File: src/hdl/pwec_pkg.sv
// constants for the pulse width and event counter block
// assumes one 200 MHz clock; configuration bits arrive as plain ports from software logic
// Summary of operation
// RQ1 - primary capture edge chosen by prescaler bits 4 and 5
// RQ2 - free-running: primary edge copies counter into second register, raises second irq
// RQ3 - inputs sampled at count clock; edge accepted after two matching samples
// RQ4 - dual mode: bits 6,7 pick secondary edge; copies into first register, first irq
// RQ5 - two-register mode: opposite primary edge copies counter into first register
// RQ6 - two-register mode with both edges: first register does no capture
// RQ7 - restart mode: capture into second register, then clear counter and continue
// RQ8 - restart mode with both edges: no capture into first register
// RQ9 - event mode: counter increments once per valid primary edge
// RQ10 - event mode: counter equal to first register clears to zero, first irq
// RQ11 - software loads a nonzero first compare value for event counting
// RQ12 - event mode samples input at system clock over four, two samples needed
// RQ13 - timer output unavailable on first four instances while event counting
// RQ14 - software leaves capture/compare registers alone while counting
// RQ15 - mode bits 1,1 clear and restart counter on first register match
// RQ16 - function select bit 0 clear makes first register a compare register
// RQ17 - software configures pins, control, prescaler, irq enable, then mode to start
// RQ18 - edge field: 00 falling, 01 rising, 11 both, 10 prohibited
// RQ19 - free-running counter wraps from maximum to zero, capture never clears it
package pwec_pkg;
  localparam int CNT_W = 16;
  localparam logic [15:0] CNT_RESET = 16'h0000;
  localparam logic [15:0] CNT_MAX = 16'hffff;
  localparam int PRI_ES_LSB = 4;
  localparam int SEC_ES_LSB = 6;
  localparam int CLK_SEL_LSB = 0;
  localparam logic [1:0] ES_FALL = 2'h0;
  localparam logic [1:0] ES_RISE = 2'h1;
  localparam logic [1:0] ES_BAD = 2'h2;
  localparam logic [1:0] ES_BOTH = 2'h3;
  localparam logic [1:0] MODE_STOP = 2'h0;
  localparam logic [1:0] MODE_FREE = 2'h1;
  localparam logic [1:0] MODE_RESTART_EDGE = 2'h2;
  localparam logic [1:0] MODE_CLEAR_MATCH = 2'h3;
  localparam logic [1:0] CLK_DIV2 = 2'h0;
  localparam logic [1:0] CLK_DIV4 = 2'h1;
  localparam logic [1:0] CLK_DIV8 = 2'h2;
  localparam logic [1:0] CLK_EXT = 2'h3;
  localparam logic [2:0] DIV_RESET = 3'h0;
  localparam logic [2:0] EVT_DIV_LAST = 3'h3;
  localparam logic [2:0] DIV8_LAST = 3'h7;
  localparam int NUM_NO_OUT_INST = 4;
endpackage

File: src/hdl/pulse_width_and_event_counter.sv
// capture, pulse width and event count logic of one 16-bit timer
// assumes configuration ports are static while counting; pins are asynchronous
module pulse_width_and_event_counter
  import pwec_pkg::*;
#(
  parameter int INSTANCE = 0
)
(
  input wire logic CLK,
  input wire logic ARST_N,
  input wire logic PRIMARY_CAPTURE_INPUT,
  input wire logic SECONDARY_CAPTURE_INPUT,
  input wire logic [7:0] PRESCALER_EDGE_SELECT_REG,
  input wire logic OP_MODE_BIT_HI,
  input wire logic OP_MODE_BIT_LO,
  input wire logic FIRST_REG_FUNCTION_SEL,
  input wire logic FIRST_REG_CAPTURE_TRIGGER_SEL,
  input wire logic FIRST_WR,
  input wire logic [15:0] FIRST_WDATA,
  input wire logic TIMER_OUTPUT_REQ,
  output logic [15:0] MAIN_UP_COUNTER,
  output logic [15:0] FIRST_CAPTURE_COMPARE_REG,
  output logic [15:0] SECOND_CAPTURE_COMPARE_REG,
  output logic FIRST_MATCH_CAPTURE_IRQ,
  output logic SECOND_CAPTURE_IRQ,
  output logic OVERFLOW_FLAG,
  output logic TIMER_OUTPUT_PIN
);
  logic rst_meta, rst_n;
  logic pri_meta_reg, pri_meta_next, pri_sync_reg, pri_sync_next;
  logic sec_meta_reg, sec_meta_next, sec_sync_reg, sec_sync_next;
  logic [2:0] div_reg, div_next;
  logic [1:0] mode, clk_sel, pri_es, sec_es;
  logic event_mode, tick, sample_en;
  logic pri_rise, pri_fall, pri_hit, sec_hit;
  logic [15:0] cnt_reg, cnt_next, cr0_reg, cr0_next, cr1_reg, cr1_next;
  logic irq0_reg, irq0_next, irq1_reg, irq1_next, ovf_reg, ovf_next;
  logic out_reg, out_next, cap0_pri, counting, match;

  always_ff @(posedge CLK or negedge ARST_N) begin
    if (!ARST_N) begin
      rst_meta <= 1'b0;
      rst_n <= 1'b0;
    end else begin
      rst_meta <= 1'b1;
      rst_n <= rst_meta;
    end
  end

  always_comb begin
    pri_meta_next = PRIMARY_CAPTURE_INPUT;
    pri_sync_next = pri_meta_reg;
    sec_meta_next = SECONDARY_CAPTURE_INPUT;
    sec_sync_next = sec_meta_reg;
  end

  always_ff @(posedge CLK or negedge rst_n) begin
    if (!rst_n) begin
      pri_meta_reg <= 1'b0;
      pri_sync_reg <= 1'b0;
      sec_meta_reg <= 1'b0;
      sec_sync_reg <= 1'b0;
    end else begin
      pri_meta_reg <= pri_meta_next;
      pri_sync_reg <= pri_sync_next;
      sec_meta_reg <= sec_meta_next;
      sec_sync_reg <= sec_sync_next;
    end
  end

  assign mode = {OP_MODE_BIT_HI, OP_MODE_BIT_LO};
  assign pri_es = PRESCALER_EDGE_SELECT_REG[PRI_ES_LSB +: 2]; // RQ1
  assign sec_es = PRESCALER_EDGE_SELECT_REG[SEC_ES_LSB +: 2]; // RQ4
  assign clk_sel = PRESCALER_EDGE_SELECT_REG[CLK_SEL_LSB +: 2];
  assign event_mode = (clk_sel == CLK_EXT);
  assign counting = (mode != MODE_STOP);

  // prescaler: /2, /4, /8 count clock; event sampling fixed at /4
  always_comb begin
    div_next = div_reg + 3'h1;
    if (!counting) div_next = DIV_RESET;
  end

  always_ff @(posedge CLK or negedge rst_n) begin
    if (!rst_n) div_reg <= DIV_RESET;
    else div_reg <= div_next;
  end

  always_comb begin
    case (clk_sel)
      CLK_DIV2: tick = counting & div_reg[0];
      CLK_DIV4: tick = counting & (div_reg[1:0] == EVT_DIV_LAST[1:0]);
      CLK_DIV8: tick = counting & (div_reg == DIV8_LAST);
      default: tick = 1'b0;
    endcase
  end

  assign sample_en = event_mode ?
      (counting & (div_reg[1:0] == EVT_DIV_LAST[1:0])) : tick; // RQ12 RQ3

  edge_filter u_pri (
    .clk(CLK),
    .rst_n(rst_n),
    .sample_en(sample_en),
    .din(pri_sync_reg),
    .edge_sel(pri_es),
    .rise(pri_rise),
    .fall(pri_fall),
    .hit(pri_hit)
  );

  edge_filter u_sec (
    .clk(CLK),
    .rst_n(rst_n),
    .sample_en(sample_en),
    .din(sec_sync_reg),
    .edge_sel(sec_es),
    .rise(),
    .fall(),
    .hit(sec_hit)
  );

  // opposite primary edge for two-register capture; none when both edges chosen
  always_comb begin
    case (pri_es)
      ES_RISE: cap0_pri = pri_fall; // RQ5
      ES_FALL: cap0_pri = pri_rise; // RQ5
      default: cap0_pri = 1'b0; // RQ6 RQ8
    endcase
  end

  assign match = (cnt_reg == cr0_reg);

  always_comb begin
    cnt_next = cnt_reg;
    cr0_next = cr0_reg;
    cr1_next = cr1_reg;
    irq0_next = 1'b0;
    irq1_next = 1'b0;
    ovf_next = ovf_reg;
    if (!counting) begin
      cnt_next = CNT_RESET;
    end else if (event_mode) begin
      if (pri_hit) begin
        if (!FIRST_REG_FUNCTION_SEL && match && (mode == MODE_CLEAR_MATCH)) begin
          cnt_next = CNT_RESET; // RQ10 RQ16
        end else begin
          cnt_next = cnt_reg + 16'h0001; // RQ9
        end
      end
    end else if (tick) begin
      if (mode == MODE_CLEAR_MATCH && !FIRST_REG_FUNCTION_SEL && match) begin
        cnt_next = CNT_RESET; // RQ15
      end else begin
        cnt_next = cnt_reg + 16'h0001; // RQ19
        if (cnt_reg == CNT_MAX) ovf_next = 1'b1;
      end
    end
    if (counting && !event_mode && !FIRST_REG_FUNCTION_SEL && mode == MODE_CLEAR_MATCH &&
        tick && match) begin
      irq0_next = 1'b1; // RQ15
    end
    if (counting && event_mode && !FIRST_REG_FUNCTION_SEL && mode == MODE_CLEAR_MATCH &&
        pri_hit && match) begin
      irq0_next = 1'b1; // RQ10
    end
    if (counting && !event_mode) begin
      if (pri_hit) begin
        cr1_next = cnt_reg; // RQ2 RQ7
        irq1_next = 1'b1; // RQ2
        if (mode == MODE_RESTART_EDGE) cnt_next = CNT_RESET; // RQ7
      end
      if (FIRST_REG_FUNCTION_SEL) begin
        if (FIRST_REG_CAPTURE_TRIGGER_SEL ? cap0_pri : sec_hit) begin
          cr0_next = cnt_reg; // RQ4 RQ5
          irq0_next = 1'b1; // RQ4
        end
      end
    end
    if (FIRST_WR && !FIRST_REG_FUNCTION_SEL) cr0_next = FIRST_WDATA;
  end

  always_ff @(posedge CLK or negedge rst_n) begin
    if (!rst_n) begin
      cnt_reg <= CNT_RESET;
      cr0_reg <= CNT_RESET;
      cr1_reg <= CNT_RESET;
      irq0_reg <= 1'b0;
      irq1_reg <= 1'b0;
      ovf_reg <= 1'b0;
    end else begin
      cnt_reg <= cnt_next;
      cr0_reg <= cr0_next;
      cr1_reg <= cr1_next;
      irq0_reg <= irq0_next;
      irq1_reg <= irq1_next;
      ovf_reg <= ovf_next;
    end
  end

  // output pin forced low on the first instances while event counting
  always_comb begin
    out_next = TIMER_OUTPUT_REQ;
    if (event_mode && counting && INSTANCE < NUM_NO_OUT_INST) out_next = 1'b0; // RQ13
  end

  always_ff @(posedge CLK or negedge rst_n) begin
    if (!rst_n) begin
      out_reg <= 1'b0;
    end else begin
      out_reg <= out_next;
    end
  end

  assign MAIN_UP_COUNTER = cnt_reg;
  assign FIRST_CAPTURE_COMPARE_REG = cr0_reg;
  assign SECOND_CAPTURE_COMPARE_REG = cr1_reg;
  assign FIRST_MATCH_CAPTURE_IRQ = irq0_reg;
  assign SECOND_CAPTURE_IRQ = irq1_reg;
  assign OVERFLOW_FLAG = ovf_reg;
  assign TIMER_OUTPUT_PIN = out_reg;
endmodule

File: src/hdl/edge_filter.sv
// two-sample noise filter and edge detector for one capture input
// assumes the input is already synchronised to clk; sample_en is a one-cycle pulse
module edge_filter
  import pwec_pkg::*;
(
  input wire logic clk,
  input wire logic rst_n,
  input wire logic sample_en,
  input wire logic din,
  input wire logic [1:0] edge_sel,
  output logic rise,
  output logic fall,
  output logic hit
);
  logic s_reg, s_next, lvl_reg, lvl_next;

  always_comb begin
    s_next = s_reg;
    lvl_next = lvl_reg;
    if (sample_en) begin
      s_next = din;
      if (din == s_reg) lvl_next = s_reg; // RQ3
    end
  end

  always_ff @(posedge clk or negedge rst_n) begin
    if (!rst_n) begin
      s_reg <= 1'b0;
      lvl_reg <= 1'b0;
    end else begin
      s_reg <= s_next;
      lvl_reg <= lvl_next;
    end
  end

  assign rise = lvl_next & ~lvl_reg;
  assign fall = ~lvl_next & lvl_reg;

  always_comb begin
    case (edge_sel) // RQ18
      ES_FALL: hit = fall;
      ES_RISE: hit = rise;
      ES_BOTH: hit = rise | fall;
      default: hit = 1'b0;
    endcase
  end
endmodule

File: config.mk
export PLATFORM = sky130hd
export DESIGN_NAME = pulse_width_and_event_counter
export DESIGN_NICKNAME = d
export VERILOG_FILES = /design/src/hdl/pwec_pkg.sv /design/src/hdl/pulse_width_and_event_counter.sv /design/src/hdl/edge_filter.sv
export SDC_FILE = /design/constraint.sdc
export NUM_CORES = 1
export LEC_CHECK = 0
export BUFFER_PORTS_ARGS = -buffer_cell sky130_fd_sc_hd__buf_2
export CORE_MARGIN = 8
export CORE_UTILIZATION = 54
export DETAILED_ROUTE_END_ITERATION = 16
export PLACE_DENSITY_LB_ADDON = 0.12
export SKIP_LAST_GASP = 1
export SLEW_MARGIN = 30
export SYNTH_ARGS = -nofsm -noshare
export SYNTH_HDL_FRONTEND = slang
export SYNTH_SLANG_ARGS = --single-unit
export TNS_END_PERCENT = 50
File: constraint.sdc
create_clock -name CLK -period 2.7 [get_ports CLK]
set_input_delay 0.135 -clock CLK [delete_from_list [all_inputs] [get_ports CLK]]
set_output_delay 0.135 -clock CLK [all_outputs]
set_load 0.02 [all_outputs]
==> results of run 1 <==
==> power breakdown <==
part / switching [mW] / leakage (nW) / internal [mW]
clock network: 0.364 / 0.103 / 0.475
registers: 0.187 / 0.843 / 1.14
logic: 0.825 / 1.52 / 0.724
total: 1.38 / 2.47 / 2.34
==> how the worst max path moves through the flow <==
stage,depth (start not counted),slack (ns),endpoint,startpoint
6_report,16,-0.50,MAIN_UP_COUNTER[12],div_reg[0]
5_1_grt,17,-0.57,MAIN_UP_COUNTER[12],div_reg[0]
4_1_cts,16,-0.30,FIRST_CAPTURE_COMPARE_REG[3],div_reg[0]
3_5_place_dp,14,-0.32,MAIN_UP_COUNTER[7],div_reg[0]
3_3_place_gp,14,-0.23,MAIN_UP_COUNTER[7],div_reg[0]
2_1_floorplan,14,-0.18,MAIN_UP_COUNTER[0],div_reg[0]
==> timing repair <==
item                       in CTS  in global routing
hold endpoints to repair       17                  0
pin swaps                       6                 15
setup endpoints to repair      50                 50
setup buffers                   3                 11
hold buffers                   16                  0
gates cloned                    0                  2
gates resized for setup         8                 51
==> worst reg2reg max path, stage by stage (launching register included) <==
cell	delay [ns]
dfrtp_1	0.41
ha_4	0.18
ha_4	0.16
mux2i_4	0.21
a211oi_4	0.10
nand2_2	0.08
nand2_1	0.05
a21o_1	0.19
ha_1	0.28
nand2b_4	0.15
buf_6	0.11
mux2i_4	0.30
nand2_2	0.16
a22oi_2	0.23
buf_6	0.18
a31oi_1	0.09
a31oi_1	0.22
==> Yosys cell counts, types with 8 or more instances <==
cell type,count,area share
clkbuf_1,11,0.012
xnor2_1,18,0.045
dfrtp_1,65,0.46
nand3_1,12,0.017
nand4_1,9,0.016
inv_1,11,0.012
and2_1,8,0.014
mux2_2,14,0.045
nor2_1,22,0.023
nand2_1,46,0.049
buf_2,9,0.013
o21ai_0,33,0.047
mux2i_1,17,0.048
a21oi_1,15,0.021
==> layout by cell type (no fill, tap or decap), types with 3 or more instances in the layout <==
cell type      Yosys  final
and3_1             4      3
o21ai_0           33     25
nand2_4            0      3
a31oi_1            6      4
o21ai_2            0      3
buf_12             0      3
a21oi_2            0      6
a21oi_1           15      9
buf_6              2     14
o21ai_1            1      6
dfrtp_1           65     64
and2_1             8      6
xnor2_1           18     18
nand3_1           12     11
nor3_1             7      4
nand2_1           46     37
nand4_1            9      9
inv_1             11     11
ha_1               7      4
clkbuf_8           0     11
buf_4              0     32
mux2_2            14     13
dlygate4sd3_1      0     16
nor3_2             1      3
buf_2              9     83
mux2i_1           17     15
nor2b_1            5      4
nor2_1            22     22
nand2_2            2      8
==> layer usage <==
metal	wire length, um	vias up
met5	0	-
met4	173	0
met3	902	20
met2	5510	171
met1	4600	1663
li1	-	1568
==> logic make-up (layout without fill, tap and decap cells) <==
group,Yosys count,in the layout,share of synthesized area
xor+xnor,19,19,0.0471
simple gates,131,131,0.186
mux,32,32,0.0993
compound gates,79,79,0.138
fa+ha+maj,7,7,0.0248
other cells,1,1,0.00106
flops,65,65,0.461
buf+inv,33,176,0.0425
==> final cells by class <==
class	count	area [um^2]	area share
clock buffers	13	159	0.0315
flip-flops and latches	65	1630	0.323
clock inverters	3	40.0	0.00793
repair buffers	149	1060	0.210
inverters	11	41.3	0.00818
multi-input cells	269	2020	0.401
well taps	77	96.3	0.0191
==> stage by stage <==
stage               hold slack, ns  setup slack (ns)  setup TNS [ns]  utilization
floorplan                   -0.161            -0.183           -2.10            -
global placement           -0.0801            -0.233           -7.27        0.680
detailed placement         -0.0785            -0.316          -11.46        0.680
CTS                        0.00413            -0.299          -12.16        0.745
global route               0.00732            -0.572          -20.87        0.795
finish                     0.00569            -0.503          -14.53        0.795
==> reports/summary.txt, run 1 <==
Htree depth - 3
Mapped Cells - 367
Final Cycle Share - 1.19
Post-Route Skew - 0.00977 ns
Post-Route WL - 11200 um
Cell area after placement - 4320 um^2
Synth unique cells - 49
Power density over cell area - 736 nW/um^2
Leak pwr - 2.47 nW
Layout area overhead - 43.0%
Tot GR Track Use - 0.224
Syn. warnings - 0
RR Startpoint - div_reg[0]
Min-Delay Path Class - in2reg
Sequence of cells on the critical path - ha_4, ha_4, mux2i_4, a211oi_4, nand2_2, nand2_1, a21o_1, ha_1, nand2b_4, buf_6, mux2i_4, nand2_2, a22oi_2, buf_6, a31oi_1, a31oi_1
Met3 Track Usage GR - 0.0811
CP endpoint kind - flip-flop
Vias per std cell - 5.83
Die H - 96.8 um
Sequential area share after synthesis - 0.461
Setup CP Type - reg2reg
Max-slew violation count - 0
TritonCTS buffer count - 9
Worst Path Arrival - 3.45 ns
Die footprint - 9380 um^2
Failing checks - setup timing
Clk_lat worst skew - 0.35 ns
Most used DFF post-synth - dfrtp_1
Overall power - 3.72 mW
# diodes - 0
Hold Fails Final Rpt - 0
Net count after synthesis - 408
Post-detailed-route count of antenna-violating nets - 0
RSZ-0062 raised after global routing - true
Non-filler cells, final - 587
Per-cell routed wire length - 19.1 um
Post-synthesis area per instance - 9.62 um^2
Final WS setup - -0.503 ns
Final net count - 546
Clock root buffer master - clkbuf_8
Total gr overflow - 0
Die width - 96.8 um
Peak supply drop - 526 uV
Initial core utilization - 0.556
Via count - 3422
Buf/Inv on CP - 2
Worst Path Required - 2.94 ns
Worst r2r dst - MAIN_UP_COUNTER[12]
Post-Place Cells - 540
FP Rows - 29
Crit path largest cell delay - 0.41 ns
Final setup vio count - 50
FMAX - 312 MHz
DR pass1 iterations - 5
Dpl hpwl - 7450 um
Core ar. - 6350 um^2
Status - complete, but fails checks
Reg2reg setup slack - -0.50 ns
# fillers - 396
Top Usage Layer GRT - met2
First-pass GRT wire length - 17300 um
Post-layout instance area - 5050 um^2
CTS tree - built
Max Cap Viol - 0
Critical Path Slowest Stage Cell - dfrtp_1
Seq cells post-synth - 65
Slew margin rel. - 0.558
Initial antenna violation count - 0
Crit path launch type - flip-flop
Largest net degree at the start of global routing - 40
Min-Delay Endpoint - FIRST_CAPTURE_COMPARE_REG[7]
DRC violation total after the first TritonRoute iteration - 317
GR met1 Demand/Resource - 0.273
Fin crit period - 3.20 ns
Crit Path Max Fanout - 7
Port Buffers - 83
Top delay family on crit path - compound AO/OA/AOI/OAI gates
Reg2Reg Depth - 16
Sink Count - 65
Synth Cell Area - 3530 um^2
M2 GR Usage - 0.359
Drt drc - 0
Clock-pin slew on the worst setup and hold paths - 0.07 ns
Ports - 86
HP Start - FIRST_WDATA[7]
Tightest Pin Transition - 0.659 ns
RePlAce Congestion - 0.914
Vias in the first global route - 3450
Async set or reset register ratio after synthesis - 1.00
Hold path depth - 3
Number of flops mapped to enable cells by yosys - 0
Layout cell share with drive strength beyond 1 - 0.416
Clock Path Buffers - 2
Note: power is estimated with default switching activity, not from simulation.
==> inputs of run 2 (changes only) <==
SKIP_CTS_REPAIR_TIMING = 1   (was unset)
==> run 2 against run 1 <==
The run ends with hold timing, setup timing left. Sequential power is essentially flat. Total power shrank 3.4%. Non-clock buffer count shrank 18. Largest cell class unchanged. Utilization shrank 3.6 points. Cell count shrank 3.1%. Clock power is essentially flat. Clock skew is essentially flat. Register-to-register slack gained 0.14 ns. Die area is the same. Sequential share of layout area grew 1.5 points. Design area shrank 4.5%. First-iteration DRC count grew 22%.
==> reports/summary.txt, run 2 (same netlist as run 1, synthesis figures left out) <==
RSZ-0062 raised after global routing - true
Post-Route Skew - 0.00946 ns (-0.000308 ns)
CTS tree - built
Post-Place Cells - 540 (unchanged)
Leak pwr - 2.35 nW (-4.6%)
Hold Fails Final Rpt - 6 (+6)
CP endpoint kind - flip-flop
Post-detailed-route count of antenna-violating nets - 0 (unchanged)
Non-filler cells, final - 569 (-3.1%)
Port Buffers - 83 (unchanged)
Fin crit period - 3.07 ns (-0.136 ns)
RePlAce Congestion - 0.914 (unchanged)
Initial antenna violation count - 0 (unchanged)
Layout area overhead - 36.5%
Clk_lat worst skew - 0.35 ns (about the same)
DRC violation total after the first TritonRoute iteration - 388 (+22%)
Final net count - 528 (-3.3%)
Clock Path Buffers - 2 (unchanged)
# fillers - 435 (+9.8%)
Status - complete, but fails checks
Vias in the first global route - 3367 (-2.4%)
Crit path launch type - flip-flop
Worst Path Required - 2.93 ns (about the same)
Reg2reg setup slack - -0.37 ns (+0.14 ns)
Via count - 3297 (-3.7%)
Clock-pin slew on the worst setup and hold paths - 0.07 ns (about the same)
Power density over cell area - 745 nW/um^2 (+1.2%)
Tot GR Track Use - 0.216 (-0.00859)
Vias per std cell - 5.79 (-0.60%)
Layout cell share with drive strength beyond 1 - 0.396 (-0.0193)
Crit Path Max Fanout - 7 (unchanged)
Most common cell after layout, fill and taps aside - buf_2
Max Cap Viol - 0 (unchanged)
Core ar. - 6350 um^2 (unchanged)
Largest net degree at the start of global routing - 40 (unchanged)
Sink Count - 65 (unchanged)
Per-cell routed wire length - 18.6 um (-2.5%)
FMAX - 326 MHz (+4.4%)
Die footprint - 9380 um^2 (unchanged)
Slew margin rel. - 0.553 (-0.00496)
Hold slack final - -0.0107 ns (-0.0163 ns)
Ports - 86 (unchanged)
Setup CP Type - reg2reg
Min-Delay Path Class - in2reg
Htree depth - 3 (unchanged)
Max-slew violation count - 0 (unchanged)
Post-Route WL - 10600 um (-5.5%)
Peak supply drop - 510 uV (-2.9%)
Die width - 96.8 um (unchanged)
First-pass GRT wire length - 16600 um (-3.8%)
Failing checks - hold timing, setup timing
Final Cycle Share - 1.14 (-0.0503)
Clock root buffer master - clkbuf_8
Drt drc - 0 (unchanged)
FP Rows - 29 (unchanged)
Worst Path Arrival - 3.30 ns (-0.15 ns)
Die H - 96.8 um (unchanged)
DR pass1 iterations - 5 (unchanged)
# diodes - 0 (unchanged)
Total gr overflow - 0 (unchanged)
Final setup vio count - 50 (unchanged)
Final WS setup - -0.367 ns (+0.136 ns)
TritonCTS buffer count - 9 (unchanged)
Initial core utilization - 0.556 (unchanged)
Most frequent cells in the layout - buf_2 (83), dfrtp_1 (64), nand2_1 (41), buf_4 (33)
Dpl hpwl - 7450 um (unchanged)
Tightest Pin Transition - 0.666 ns (+0.00740 ns)
[run 2: cell count changes in the layout (fill, tap and decap cells not counted), moves of 3 or more]
cell,change
a21oi_2,-3
nand2_4,-3
o21ai_0,-10
o21ai_1,+13
a21oi_1,+3
dlygate4sd3_1,-10
nor2_1,-3
buf_6,-10
nand2_1,+4
o21ai_2,-3
[run 2: per-layer routing]
metal,wire [um],share of wire,global-route usage,up-vias
li1,-,-,-,1537
met1,4520,0.43,0.268,1585
met2,5040,0.48,0.341,158
met3,838,0.079,0.0669,17
met4,180,0.017,0.0828,0
met5,0,0,0,-
[run 2: report_power, final]
| group | switching, mW | internal (mW) |
|---|---|---|
| Clock | 0.364 | 0.474 |
| Combinational | 0.776 | 0.646 |
| Sequential | 0.188 | 1.14 |
| Total | 1.33 | 2.26 |
[run 2: worst paths after layout]
check / startpoint / cells after the start / to
min in group asynchronous: ARST_N / 2 / rst_meta
max: div_reg[0] / 15 / MAIN_UP_COUNTER[7]
max reg2reg: div_reg[0] / 15 / MAIN_UP_COUNTER[7]
min reg2reg: rst_n / 0 / SECOND_CAPTURE_COMPARE_REG[5]
max in group asynchronous: rst_n / 1 / TIMER_OUTPUT_PIN
min: FIRST_WDATA[12] / 3 / FIRST_CAPTURE_COMPARE_REG[12]
[run 2: per-stage QoR]
step / total power [mW] / worst slack, ns / setup TNS (ns) / area [um^2] / util
4_1_cts: 3.45 / -0.328 / -12.43 / 4520 / 0.712
3_5_place_dp: 2.61 / -0.316 / -11.46 / 4320 / 0.680
3_3_place_gp: 2.57 / -0.233 / -7.27 / 4320 / 0.680
5_1_grt: 3.79 / -0.501 / -20.28 / 4820 / 0.759
2_1_floorplan: 2.10 / -0.183 / -2.10 / 3620 / -
6_report: 3.59 / -0.367 / -13.35 / 4820 / 0.759
[run 2: area by class of cell]
| class | count | area [um^2] | share of cell area |
|---|---|---|---|
| Clock buffer | 13 | 159 | 0.0330 |
| Clock inverter | 3 | 40.0 | 0.00831 |
| Inverter | 11 | 41.3 | 0.00857 |
| Multi-Input combinational cell | 269 | 1980 | 0.410 |
| Sequential cell | 65 | 1630 | 0.338 |
| Tap cell | 77 | 96.3 | 0.0200 |
| Timing Repair Buffer | 131 | 878 | 0.182 |
[run 2: worst max-delay path, cell delays in order (launching register included)]
cell	delay, ns
dfrtp_1	0.41
ha_4	0.19
ha_4	0.16
mux2i_4	0.20
a211oi_4	0.10
nand2_1	0.10
nand2_1	0.05
a21o_1	0.18
ha_1	0.28
nand2b_4	0.15
buf_6	0.11
mux2i_4	0.27
nor3_2	0.11
buf_4	0.17
a32o_1	0.20
a311o_1	0.27
